File: config.mk
export PLATFORM = sky130hd
export DESIGN_NAME = hardware_return_stack
export DESIGN_NICKNAME = d
export VERILOG_FILES = /design/src/hw/hw_stack_pkg.sv /design/src/hw/stack_storage.sv /design/src/hw/hardware_return_stack.sv
export SDC_FILE = /design/constraint.sdc
export NUM_CORES = 1
export LEC_CHECK = 0
export ABC_CLOCK_PERIOD_IN_PS = 3700
export BUFFER_PORTS_ARGS = -buffer_cell sky130_fd_sc_hd__buf_2
export CAP_MARGIN = 10
export CORE_AREA = 2 2 90 92
export CTS_BUF_LIST = sky130_fd_sc_hd__clkbuf_8
export DETAILED_ROUTE_END_ITERATION = 6
export DIE_AREA = 0 0 92 94
export GPL_TIMING_DRIVEN = 0
export PLACE_DENSITY = 0.84
export SETUP_SLACK_MARGIN = 0.5
export SYNTH_ARGS = -nofsm -noshare
export SYNTH_HDL_FRONTEND = slang
export SYNTH_HIERARCHICAL = 1
export SYNTH_SLANG_ARGS = --single-unit
File: constraint.sdc
create_clock -name clock -period 3.7 [get_ports clock]
set_input_delay 0.37 -clock clock [delete_from_list [all_inputs] [get_ports clock]]
set_output_delay 0.37 -clock clock [all_outputs]
set_load 0.03 [all_outputs]
File: src/hw/hw_stack_pkg.sv
// Constants shared by the return stack and its storage.
// Assumes a single 10 MHz core clock and synchronous active-high reset.
package hw_stack_pkg;
  localparam int Depth = 4;
  localparam int EntryWidth = 12;
  localparam int AccWidth = 32;
  localparam logic [11:0] EntryReset = 12'h000;
  localparam logic [31:0] AccReset = 32'h0000_0000;
  localparam logic [11:0] PcReset = 12'h000;
  localparam logic [1:0] PopRunReset = 2'h0;
endpackage

File: src/hw/stack_storage.sv
// Four-word shift store for the return stack.
// Assumes push and pop never arrive together; push wins if they do.
`timescale 1ns/1ns
`default_nettype none
module stack_storage (
  // Clock and reset
  input wire logic clock,
  input wire logic reset,
  // Shift controls
  input wire logic push,
  input wire logic pop,
  input wire logic [11:0] pushData,
  // Entries, index 0 is the top
  output logic [11:0] entry0,
  output logic [11:0] entry1,
  output logic [11:0] entry2,
  output logic [11:0] entry3
);
  always_ff @(posedge clock) begin
    if (reset) begin
      entry0 <= hw_stack_pkg::EntryReset;
      entry1 <= hw_stack_pkg::EntryReset;
      entry2 <= hw_stack_pkg::EntryReset;
      entry3 <= hw_stack_pkg::EntryReset;
    end else if (push) begin
      // The old bottom word falls off silently.
      entry3 <= entry2;
      entry2 <= entry1;
      entry1 <= entry0;
      entry0 <= pushData;
    end else if (pop) begin
      // Bottom word stays, so it duplicates upward.
      entry0 <= entry1;
      entry1 <= entry2;
      entry2 <= entry3;
    end
  end
endmodule
`default_nettype wire

File: src/hw/hardware_return_stack.sv
// Assumes the core sequencer raises at most one push strobe per cycle.
`timescale 1ns/1ns
`default_nettype none
module hardware_return_stack (
  // Clock and reset
  input wire logic clock,
  input wire logic reset,
  // Push sources, one-cycle strobes
  input wire logic pushOp,
  input wire logic call_from_accumulator,
  input wire logic callOp,
  input wire logic table_read_op,
  input wire logic table_write_op,
  input wire logic interruptEntry,
  input wire logic [11:0] pushValue,
  // Pop sources, one-cycle strobes
  input wire logic popOp,
  input wire logic returnOp,
  // Results
  output logic [31:0] accLoad,
  output logic accLoadValid,
  output logic [11:0] pcLoad,
  output logic pcLoadValid,
  output logic [11:0] stack_top_entry,
  output logic [11:0] stackBottom
);
  logic anyPush;
  logic anyPop;
  logic popTake;
  logic returnTake;
  logic [1:0] popRun;
  logic [11:0] e0;
  logic [11:0] e1;
  logic [11:0] e2;
  logic [11:0] e3;

  // A pop-side strobe is only taken when no push shares its cycle, so a push always wins.
  function automatic logic popTaken(input logic strobeIn, input logic pushIn);
    popTaken = strobeIn & ~pushIn;
  endfunction

  // The accumulator sees a stack word with its upper twenty bits cleared.
  function automatic logic [31:0] zeroExtend(input logic [11:0] word);
    zeroExtend = {20'h00000, word};
  endfunction

  // Every push source shares one shift path.
  assign anyPush = pushOp | call_from_accumulator | callOp | table_read_op | table_write_op | interruptEntry;
  // Pop and return share the same pop-up shift.
  assign anyPop = popTaken(popOp | returnOp, anyPush);
  assign popTake = popTaken(popOp, anyPush);
  assign returnTake = popTaken(returnOp, anyPush);

  // Four fixed entries held in shift storage.
  stack_storage store (
    .clock(clock),
    .reset(reset),
    .push(anyPush),
    .pop(anyPop),
    .pushData(pushValue),
    .entry0(e0),
    .entry1(e1),
    .entry2(e2),
    .entry3(e3)
  );

  always_ff @(posedge clock) begin
    if (reset) begin
      accLoad <= hw_stack_pkg::AccReset;
      accLoadValid <= 1'b0;
    end else begin
      accLoadValid <= popTake;
      if (popTake) begin
        accLoad <= zeroExtend(e0);
      end
    end
  end

  // The top is sampled before the shift lands, so the old top returns.
  always_ff @(posedge clock) begin
    if (reset) begin
      pcLoad <= hw_stack_pkg::PcReset;
      pcLoadValid <= 1'b0;
    end else begin
      pcLoadValid <= returnTake;
      if (returnTake) begin
        pcLoad <= e0;
      end
    end
  end

  // Mirrors of the storage, registered so outputs come from flip-flops.
  always_ff @(posedge clock) begin
    if (reset) begin
      stack_top_entry <= hw_stack_pkg::EntryReset;
      stackBottom <= hw_stack_pkg::EntryReset;
    end else if (anyPush) begin
      stack_top_entry <= pushValue;
      stackBottom <= e2;
    end else if (anyPop) begin
      stack_top_entry <= e1;
      stackBottom <= e3;
    end
  end

  // Pops since the last push, saturating; pops need not be back to back to converge.
  always_ff @(posedge clock) begin
    if (reset) begin
      popRun <= hw_stack_pkg::PopRunReset;
    end else if (anyPush) begin
      popRun <= hw_stack_pkg::PopRunReset;
    end else if (anyPop && popRun != 2'(hw_stack_pkg::Depth - 1)) begin
      popRun <= popRun + 2'h1;
    end
  end

  // Assertions.
  a_push_top_load: assert property (
    @(posedge clock) disable iff (reset)
    anyPush |=> e0 == $past(pushValue))
    else $error("push did not load top");

  a_push_drops_bottom: assert property (
    @(posedge clock) disable iff (reset)
    anyPush |=> e3 == $past(e2) && e1 == $past(e0))
    else $error("push shift wrong");

  a_pop_acc_value: assert property (
    @(posedge clock) disable iff (reset)
    (popOp && !anyPush) |=> accLoadValid && accLoad == {20'h00000, $past(e0)})
    else $error("pop value wrong");

  a_pop_bottom_dup: assert property (
    @(posedge clock) disable iff (reset)
    anyPop |=> e3 == e2 && e0 == $past(e1))
    else $error("pop shift wrong");

  a_pops_converge: assert property (
    @(posedge clock) disable iff (reset)
    (anyPop && !anyPush) [*3] |=> e0 == e3 && e1 == e3 && e2 == e3)
    else $error("entries not equal");

  a_ret_pc_load: assert property (
    @(posedge clock) disable iff (reset)
    (returnOp && !anyPush) |=> pcLoadValid && pcLoad == $past(e0))
    else $error("return pc wrong");

  a_call_pushes: assert property (
    @(posedge clock) disable iff (reset)
    (callOp || interruptEntry || table_read_op) |=> e0 == $past(pushValue) && e2 == $past(e1))
    else $error("call push wrong");

  a_top_mirror: assert property (
    @(posedge clock) disable iff (reset)
    (anyPush || anyPop) |=> stack_top_entry == e0 && stackBottom == e3)
    else $error("mirror wrong");

  a_mirror_tracks: assert property (
    @(posedge clock) disable iff (reset)
    stack_top_entry == e0 && stackBottom == e3)
    else $error("mirror drifted");

  a_idle_holds: assert property (
    @(posedge clock) disable iff (reset)
    !anyPush && !anyPop |=> $stable(e0) && $stable(e1) && $stable(e2) && $stable(e3))
    else $error("idle stack moved");

  a_push_second: assert property (
    @(posedge clock) disable iff (reset)
    anyPush |=> e2 == $past(e1))
    else $error("push middle shift wrong");

  a_push_wins: assert property (
    @(posedge clock) disable iff (reset)
    anyPush && (popOp || returnOp) |=> e0 == $past(pushValue) && !accLoadValid && !pcLoadValid)
    else $error("pop taken beside push");

  a_table_pushes: assert property (
    @(posedge clock) disable iff (reset)
    (table_write_op || call_from_accumulator || pushOp) |=> e0 == $past(pushValue) && e3 == $past(e2))
    else $error("table push wrong");

  a_overflow_silent: assert property (
    @(posedge clock) disable iff (reset)
    anyPush |=> !accLoadValid && !pcLoadValid)
    else $error("push raised a pulse");

  a_push_mirror: assert property (
    @(posedge clock) disable iff (reset)
    anyPush |=> stack_top_entry == $past(pushValue) && stackBottom == $past(e2))
    else $error("push mirror wrong");

  a_acc_upper_zero: assert property (
    @(posedge clock) disable iff (reset)
    accLoad[31:12] == 20'h00000)
    else $error("accumulator upper bits set");

  a_acc_holds: assert property (
    @(posedge clock) disable iff (reset)
    !popTake |=> $stable(accLoad))
    else $error("accumulator changed without pop");

  a_acc_pulse_only: assert property (
    @(posedge clock) disable iff (reset)
    !popTake |=> !accLoadValid)
    else $error("stray accumulator pulse");

  a_pop_bottom_kept: assert property (
    @(posedge clock) disable iff (reset)
    anyPop |=> e3 == $past(e3) && e1 == $past(e2))
    else $error("pop moved bottom");

  a_pop_mirror: assert property (
    @(posedge clock) disable iff (reset)
    anyPop |=> stack_top_entry == $past(e1))
    else $error("pop mirror wrong");

  a_return_shifts: assert property (
    @(posedge clock) disable iff (reset)
    returnTake |=> e0 == $past(e1) && e2 == $past(e3))
    else $error("return shift wrong");

  a_pops_agree: assert property (
    @(posedge clock) disable iff (reset)
    popRun == 2'(hw_stack_pkg::Depth - 1) |-> e0 == e3 && e1 == e3 && e2 == e3)
    else $error("entries differ after pops");

  a_pop_return_pair: assert property (
    @(posedge clock) disable iff (reset)
    popTake && returnTake |=> accLoadValid && pcLoadValid && accLoad[11:0] == pcLoad)
    else $error("paired pop and return differ");

  a_pc_holds: assert property (
    @(posedge clock) disable iff (reset)
    !returnTake |=> $stable(pcLoad))
    else $error("pc changed without return");

  a_pc_pulse_only: assert property (
    @(posedge clock) disable iff (reset)
    !returnTake |=> !pcLoadValid)
    else $error("stray pc pulse");

  a_pc_from_top: assert property (
    @(posedge clock) disable iff (reset)
    returnTake |=> pcLoad == $past(stack_top_entry))
    else $error("pc not old top");
endmodule
`default_nettype wire

Word level (Yosys, flattened, before mapping)
Cells that the tools add are included.
W data, S select, Z words.
{ "word_totals": {"regBits": 86, "in_bits": 22, "elab_cells": 27} }
{ "op_classes": {"muxes": 7, "bitwise_logic": 10, "reduce_logical": 1} }
{ "ops": {"columns": ["cell", "n"], "rows": [
  ["$mux W12", 7],
  ["$or A1 B1 Y1", 6],
  ["$and A1 B1 Y1", 3],
  ["$reduce_bool A2 Y1", 1],
  ["$not A1 Y1", 1]
]} }

Logic depth before layout (Yosys ltp)
{ "logic_depth": {"depth_word": 9, "ltp_mapped": 9} }

Cells and area by module
Netlist, hierarchy kept.
{ "modules_own_cells": {"columns": ["mod", "n_inst", "cells_each", "area_each_um2", "seq_area_each_um2"], "rows": [
  ["hardware_return_stack", 1, 231, 2321.0, 1001.0],
  ["stack_storage", 1, 198, 2149.6, 960.9]
]} }

Worst setup path after synthesis
Ideal clock, no wire load.
{ "synth_timing": {"kind": "in2reg", "from": "in call_from_accumulator", "to": "reg store.entry1[0]", "setup_time_ns": 0.134, "t_arrival_ns": 1.868, "required_time_ns": 3.566, "setup_slack_ns": 1.698, "stages": 9, "n_path_buf": 3, "path_cell_list": "nor4_4 and2_1 buf_2 inv_1 nor2_1 buf_6 buf_12 mux2i_1 a211oi_1"} }
{ "synth_between": {"elab_chain_cells": 8, "word_cells_on_any_way": 9, "cone_classes": "mux (1); bitwise (7); reduce/logical (1)"} }
{ "synth_lines": {"columns": ["element", "line_no", "text"], "rows": [
  ["start: declaration", "hardware_return_stack.sv:10", "input wire logic call_from_accumulator,"],
  ["$or A1 B1 Y1 (5 in a row)", "hardware_return_stack.sv:48", "assign anyPush = pushOp | call_from_accumulator | callOp | table_read_op | table_write_op | interruptEntry;"],
  ["net anyPush", "hardware_return_stack.sv:27", "logic anyPush;"],
  ["$not A1 Y1", "hardware_return_stack.sv:39", "popTaken = strobeIn & ~pushIn;"],
  ["$and A1 B1 Y1", "hardware_return_stack.sv:39", null],
  ["net anyPop", "hardware_return_stack.sv:28", "logic anyPop;"],
  ["$reduce_bool A2 Y1 (no line)", null, null],
  ["end signal: assignment", "stack_storage.sv:22", "entry1 <= hw_stack_pkg::EntryReset;"],
  ["end signal: assignment", "stack_storage.sv:29", "entry1 <= entry0;"],
  ["end signal: assignment", "stack_storage.sv:34", "entry1 <= entry2;"],
  ["end: declaration", "stack_storage.sv:15", "output logic [11:0] entry1,"]
]} }
The timed path passes the listed nets, and every way through them passes these cells.
A chain may end at the register's enable or synchronous reset.

Worst setup path after layout
{ "layout_timing": {"from": "in call_from_accumulator", "to": "reg store.entry0[5]"} }
{ "layout_between": {"elab_chain_cells": 8, "word_cells_on_any_way": 9, "cone_classes": "mux (1); bitwise (7); reduce/logical (1)"} }
{ "layout_lines": {"columns": ["element", "line_no", "text"], "rows": [
  ["$or A1 B1 Y1 (5 in a row)", "hardware_return_stack.sv:48", null],
  ["net anyPush", "hardware_return_stack.sv:27", null],
  ["$not A1 Y1", "hardware_return_stack.sv:39", null],
  ["$and A1 B1 Y1", "hardware_return_stack.sv:39", null],
  ["net anyPop", "hardware_return_stack.sv:28", null],
  ["$reduce_bool A2 Y1 (no line)", null, null],
  ["end signal: assignment", "stack_storage.sv:21", "entry0 <= hw_stack_pkg::EntryReset;"],
  ["end signal: assignment", "stack_storage.sv:30", "entry0 <= pushData;"],
  ["end signal: assignment", "stack_storage.sv:33", "entry0 <= entry1;"],
  ["end: declaration", "stack_storage.sv:14", "output logic [11:0] entry0,"]
]} }
The timed path passes the listed nets, and every way through them passes these cells.

==> summary.md <==
| Metric | Value |
|---|---|
| RSZ-0062 raised after global routing | no |
| Worst Tran Pin Value | 0.619 ns |
| Vias | 3360 |
| Resized Gates After CTS | 0 |
| ANT cells | 0 |
| Total CTS buffers | 9 |
| Port Buffers | 71 |
| Core ar. | 7610 µm² |
| Type of origin of the critical path | input pin |
| EDFF count, synth | 0 |
| Post-Synth Simple-Gate Area | 0.126 |
| Most instantiated cells after synthesis | 98 x dfxtp_1, 96 x mux2i_1, 60 x a211oi_1 |
| Setup Fix Bufs, Post-CTS | 0 |
| Critical path arrival | 2.52 ns |
| Final Net Count | 552 |
| Slowest cell on crit path | nor4_4 |
| Wirelength per Cell | 15.6 µm |
| Post-Place Cells | 621 |
| Lkg Pwr | 2.17 nW |
| Hold WS | 0.284 ns |
| Compound-Gate Fraction of Synth Area | 0.128 |
| Worst-Skew Late Latency | 0.37 ns |
| Die W | 92 µm |
| Max-slew headroom | 0.586 |
| Vias in the first global route | 3379 |
| Full die area | 8650 µm² |
| Htree depth | 3 |
| Worst-path maximum fanout | 10 |
| Synthesis-to-finish area growth | 17.0% |
| CTS tree | built |
| Max Fclk | 0.445 GHz |
| Comb pwr share | 0.108 |
| Yosys top cell area share | 0.439 |
| Total internal power | 1.50 mW |
| Top-count cell post-synth | dfxtp_1 |
| Hold Vio Cnt, Final | 0 |
| 1st-iter DRT viols | 199 |
| Power Density | 391 nW/µm² |
| Clock root buffer | clkbuf_8 |
| Post-CTS Hold Buffers | 0 |
| # setup viols final | 0 |
| Main combinational cell family by area after synthesis | multiplexers |
| First-pass GRT wire length | 16400 µm |
| Main synth FF type | dfxtp_1 |
| Final Skew | 0.00660 ns |
| Total GRT Usage | 0.237 |
| Yosys cell types | 22 |
| First drt pass iteration count | 4 |
| XOR/XNOR Fraction of Synth Area | 0 |
| CP delay by family, top | simple AND/OR/NAND/NOR gates |
| Critical path class | input pin to flip-flop |
| Synth warn | 6 |
| Tmin final | 2.25 ns |
| Fraction of the mapped netlist area in adder cells | 0 |
| Leading area contributor after synthesis | dfxtp_1 |
| Filler cells | 616 |
| Largest net degree at the start of global routing | 17 |
| Synth async-reset ratio | 0 |
| Clk buf depth | 2 |
| Buffers & Inverters on Critical Path | 5 |
| CP Data Required Time | 3.97 ns |
| Mux contribution to synthesized area | 0.215 |
| Share of layout cells above drive strength 1 | 0.247 |
| Top post-synthesis cells by area | dfxtp_1 44%, mux2i_1 21%, a211oi_1 10%, nand2b_1 5.0%, nor2b_1 5.0% |
| IO Count | 92 |
| Total Routed Length | 9940 µm |
| Register area share after synthesis | 0.439 |
| Net Sw Power | 541 µW |
| Row cnt | 32 |
| Fin crit share | 0.608 |
| Worst min path class | input pin to flip-flop |
| FF/Latch Area | 1960 µm² |
| Clock power frac | 0.346 |
| Cells after Synth | 429 |
| Switch share | 0.265 |
| GRT overflow | 0 |
| Flops & latches, synth | 98 |
| Final ANT Viol Nets | 0 |
| Max Slew Vio Count | 0 |
| Drc violations | 0 |
| Synthesized area | 4470 µm² |
| Initial Utilization | 0.588 |
| Setup TNS | 0 ns |
| Antenna violations before repair | 0 |
| Register share of total power | 0.546 |
| Critical Path, Cell by Cell | buf_2, nor4_4, and2_1, buf_2, inv_1, nor2_1, buf_6, buf_12, mux2i_1, a211oi_1 |
| Max-Cap Viols | 0 |
| Peak supply drop | 0.260 mV |
| Clock transition at the registers of the reported paths | 0.10 ns |
| Vias per Instance | 5.27 |
| Post-detail-place hpwl | 7470 µm |
| Worst path most repeated cell | buf_2 |
| CTS sink cnt | 98 |
| Avg Cell Area, Syn | 10.4 µm² |
| Status | finished, final reports clean |
| Total Power | 2.04 mW |
| Final GP Congestion | 0.825 |
| DIE HEIGHT | 94 µm |
| Worst setup EP type | flip-flop |
| Multi-input logic area | 2170 µm² |
| CP max stage delay | 0.54 ns |
| Layout Cells excl Fill | 637 |
state kept, by name, summed over array words and instances (netlist names), 12 cells and up:
register         flops
accLoad             12
pcLoad              12
store/entry1        12
store/entry0        12
store/entry3        12
stack_top_entry     12
stackBottom         12
store/entry2        12
through the flow:
step	area, µm²	utilization	worst slack (ns)
CTS	5230	0.687	1.48
global placement	5020	0.661	1.21
detailed placement	5020	0.661	1.14
finish	5230	0.687	1.45
global route	5230	0.687	1.31
floorplan	4540	-	1.70
worst paths after layout:
path                         start         endpoint  slack [ns]  cells past startpoint
max          call_from_accumulator  store/entry0[5]        1.45                     10
min                          popOp     accLoadValid        0.28                      2
max reg2reg        store/entry0[5]  store/entry0[5]        2.80                      2
min reg2reg              pcLoad[8]        pcLoad[8]        0.48                      2
cells in the final DEF (no fill, tap or decap), types with 7 or more instances in the layout:
cell type	count
buf_6	7
buf_2	81
clkbuf_8	10
mux2i_1	96
a21oi_1	24
nand2b_1	36
buf_4	22
nor2b_1	36
a211oi_1	60
dfxtp_1	98
conb_1	20
nor2_1	14
clkbuf_1	11
kinds of logic after synthesis:
group,count (synthesis)
flip-flops,98
buffers and inverters,57
AND/OR/NAND/NOR,93
AO/OA/AOI/OAI,84
multiplexers,96
other,1
worst register-to-register path: cells and delay by family, from the launching register on:
| family | cells | cell delay, ns |
|---|---|---|
| muxes | 1 | 0.11 |
| DFF | 1 | 0.39 |
| AOI/OAI and AO/OA | 1 | 0.30 |
power groups by stage:
stage	clock network, mW	registers, mW	logic, mW
2_1_floorplan	0	1.15	0.143
3_3_place_gp	0	1.14	0.212
3_5_place_dp	0	1.14	0.218
4_1_cts	0.713	1.12	0.220
5_1_grt	0.757	1.12	0.239
6_report	0.708	1.12	0.221
metal layers:
metal,part of all wire,global-route usage
met5,0,0
met4,0.014,0.0746
met3,0.045,0.0449
met2,0.49,0.400
met1,0.45,0.308
final cells by class:
class	instances	area share
Clock buffer	10	0.0263
Sequential cell	98	0.375
Tap cell	102	0.0244
Buffer	55	0.0771
Multi-Input combinational cell	293	0.415
Inverter	2	0.00144
Clock inverter	6	0.0127
Timing Repair Buffer	71	0.0680
Power figures use the tool's default switching activity.
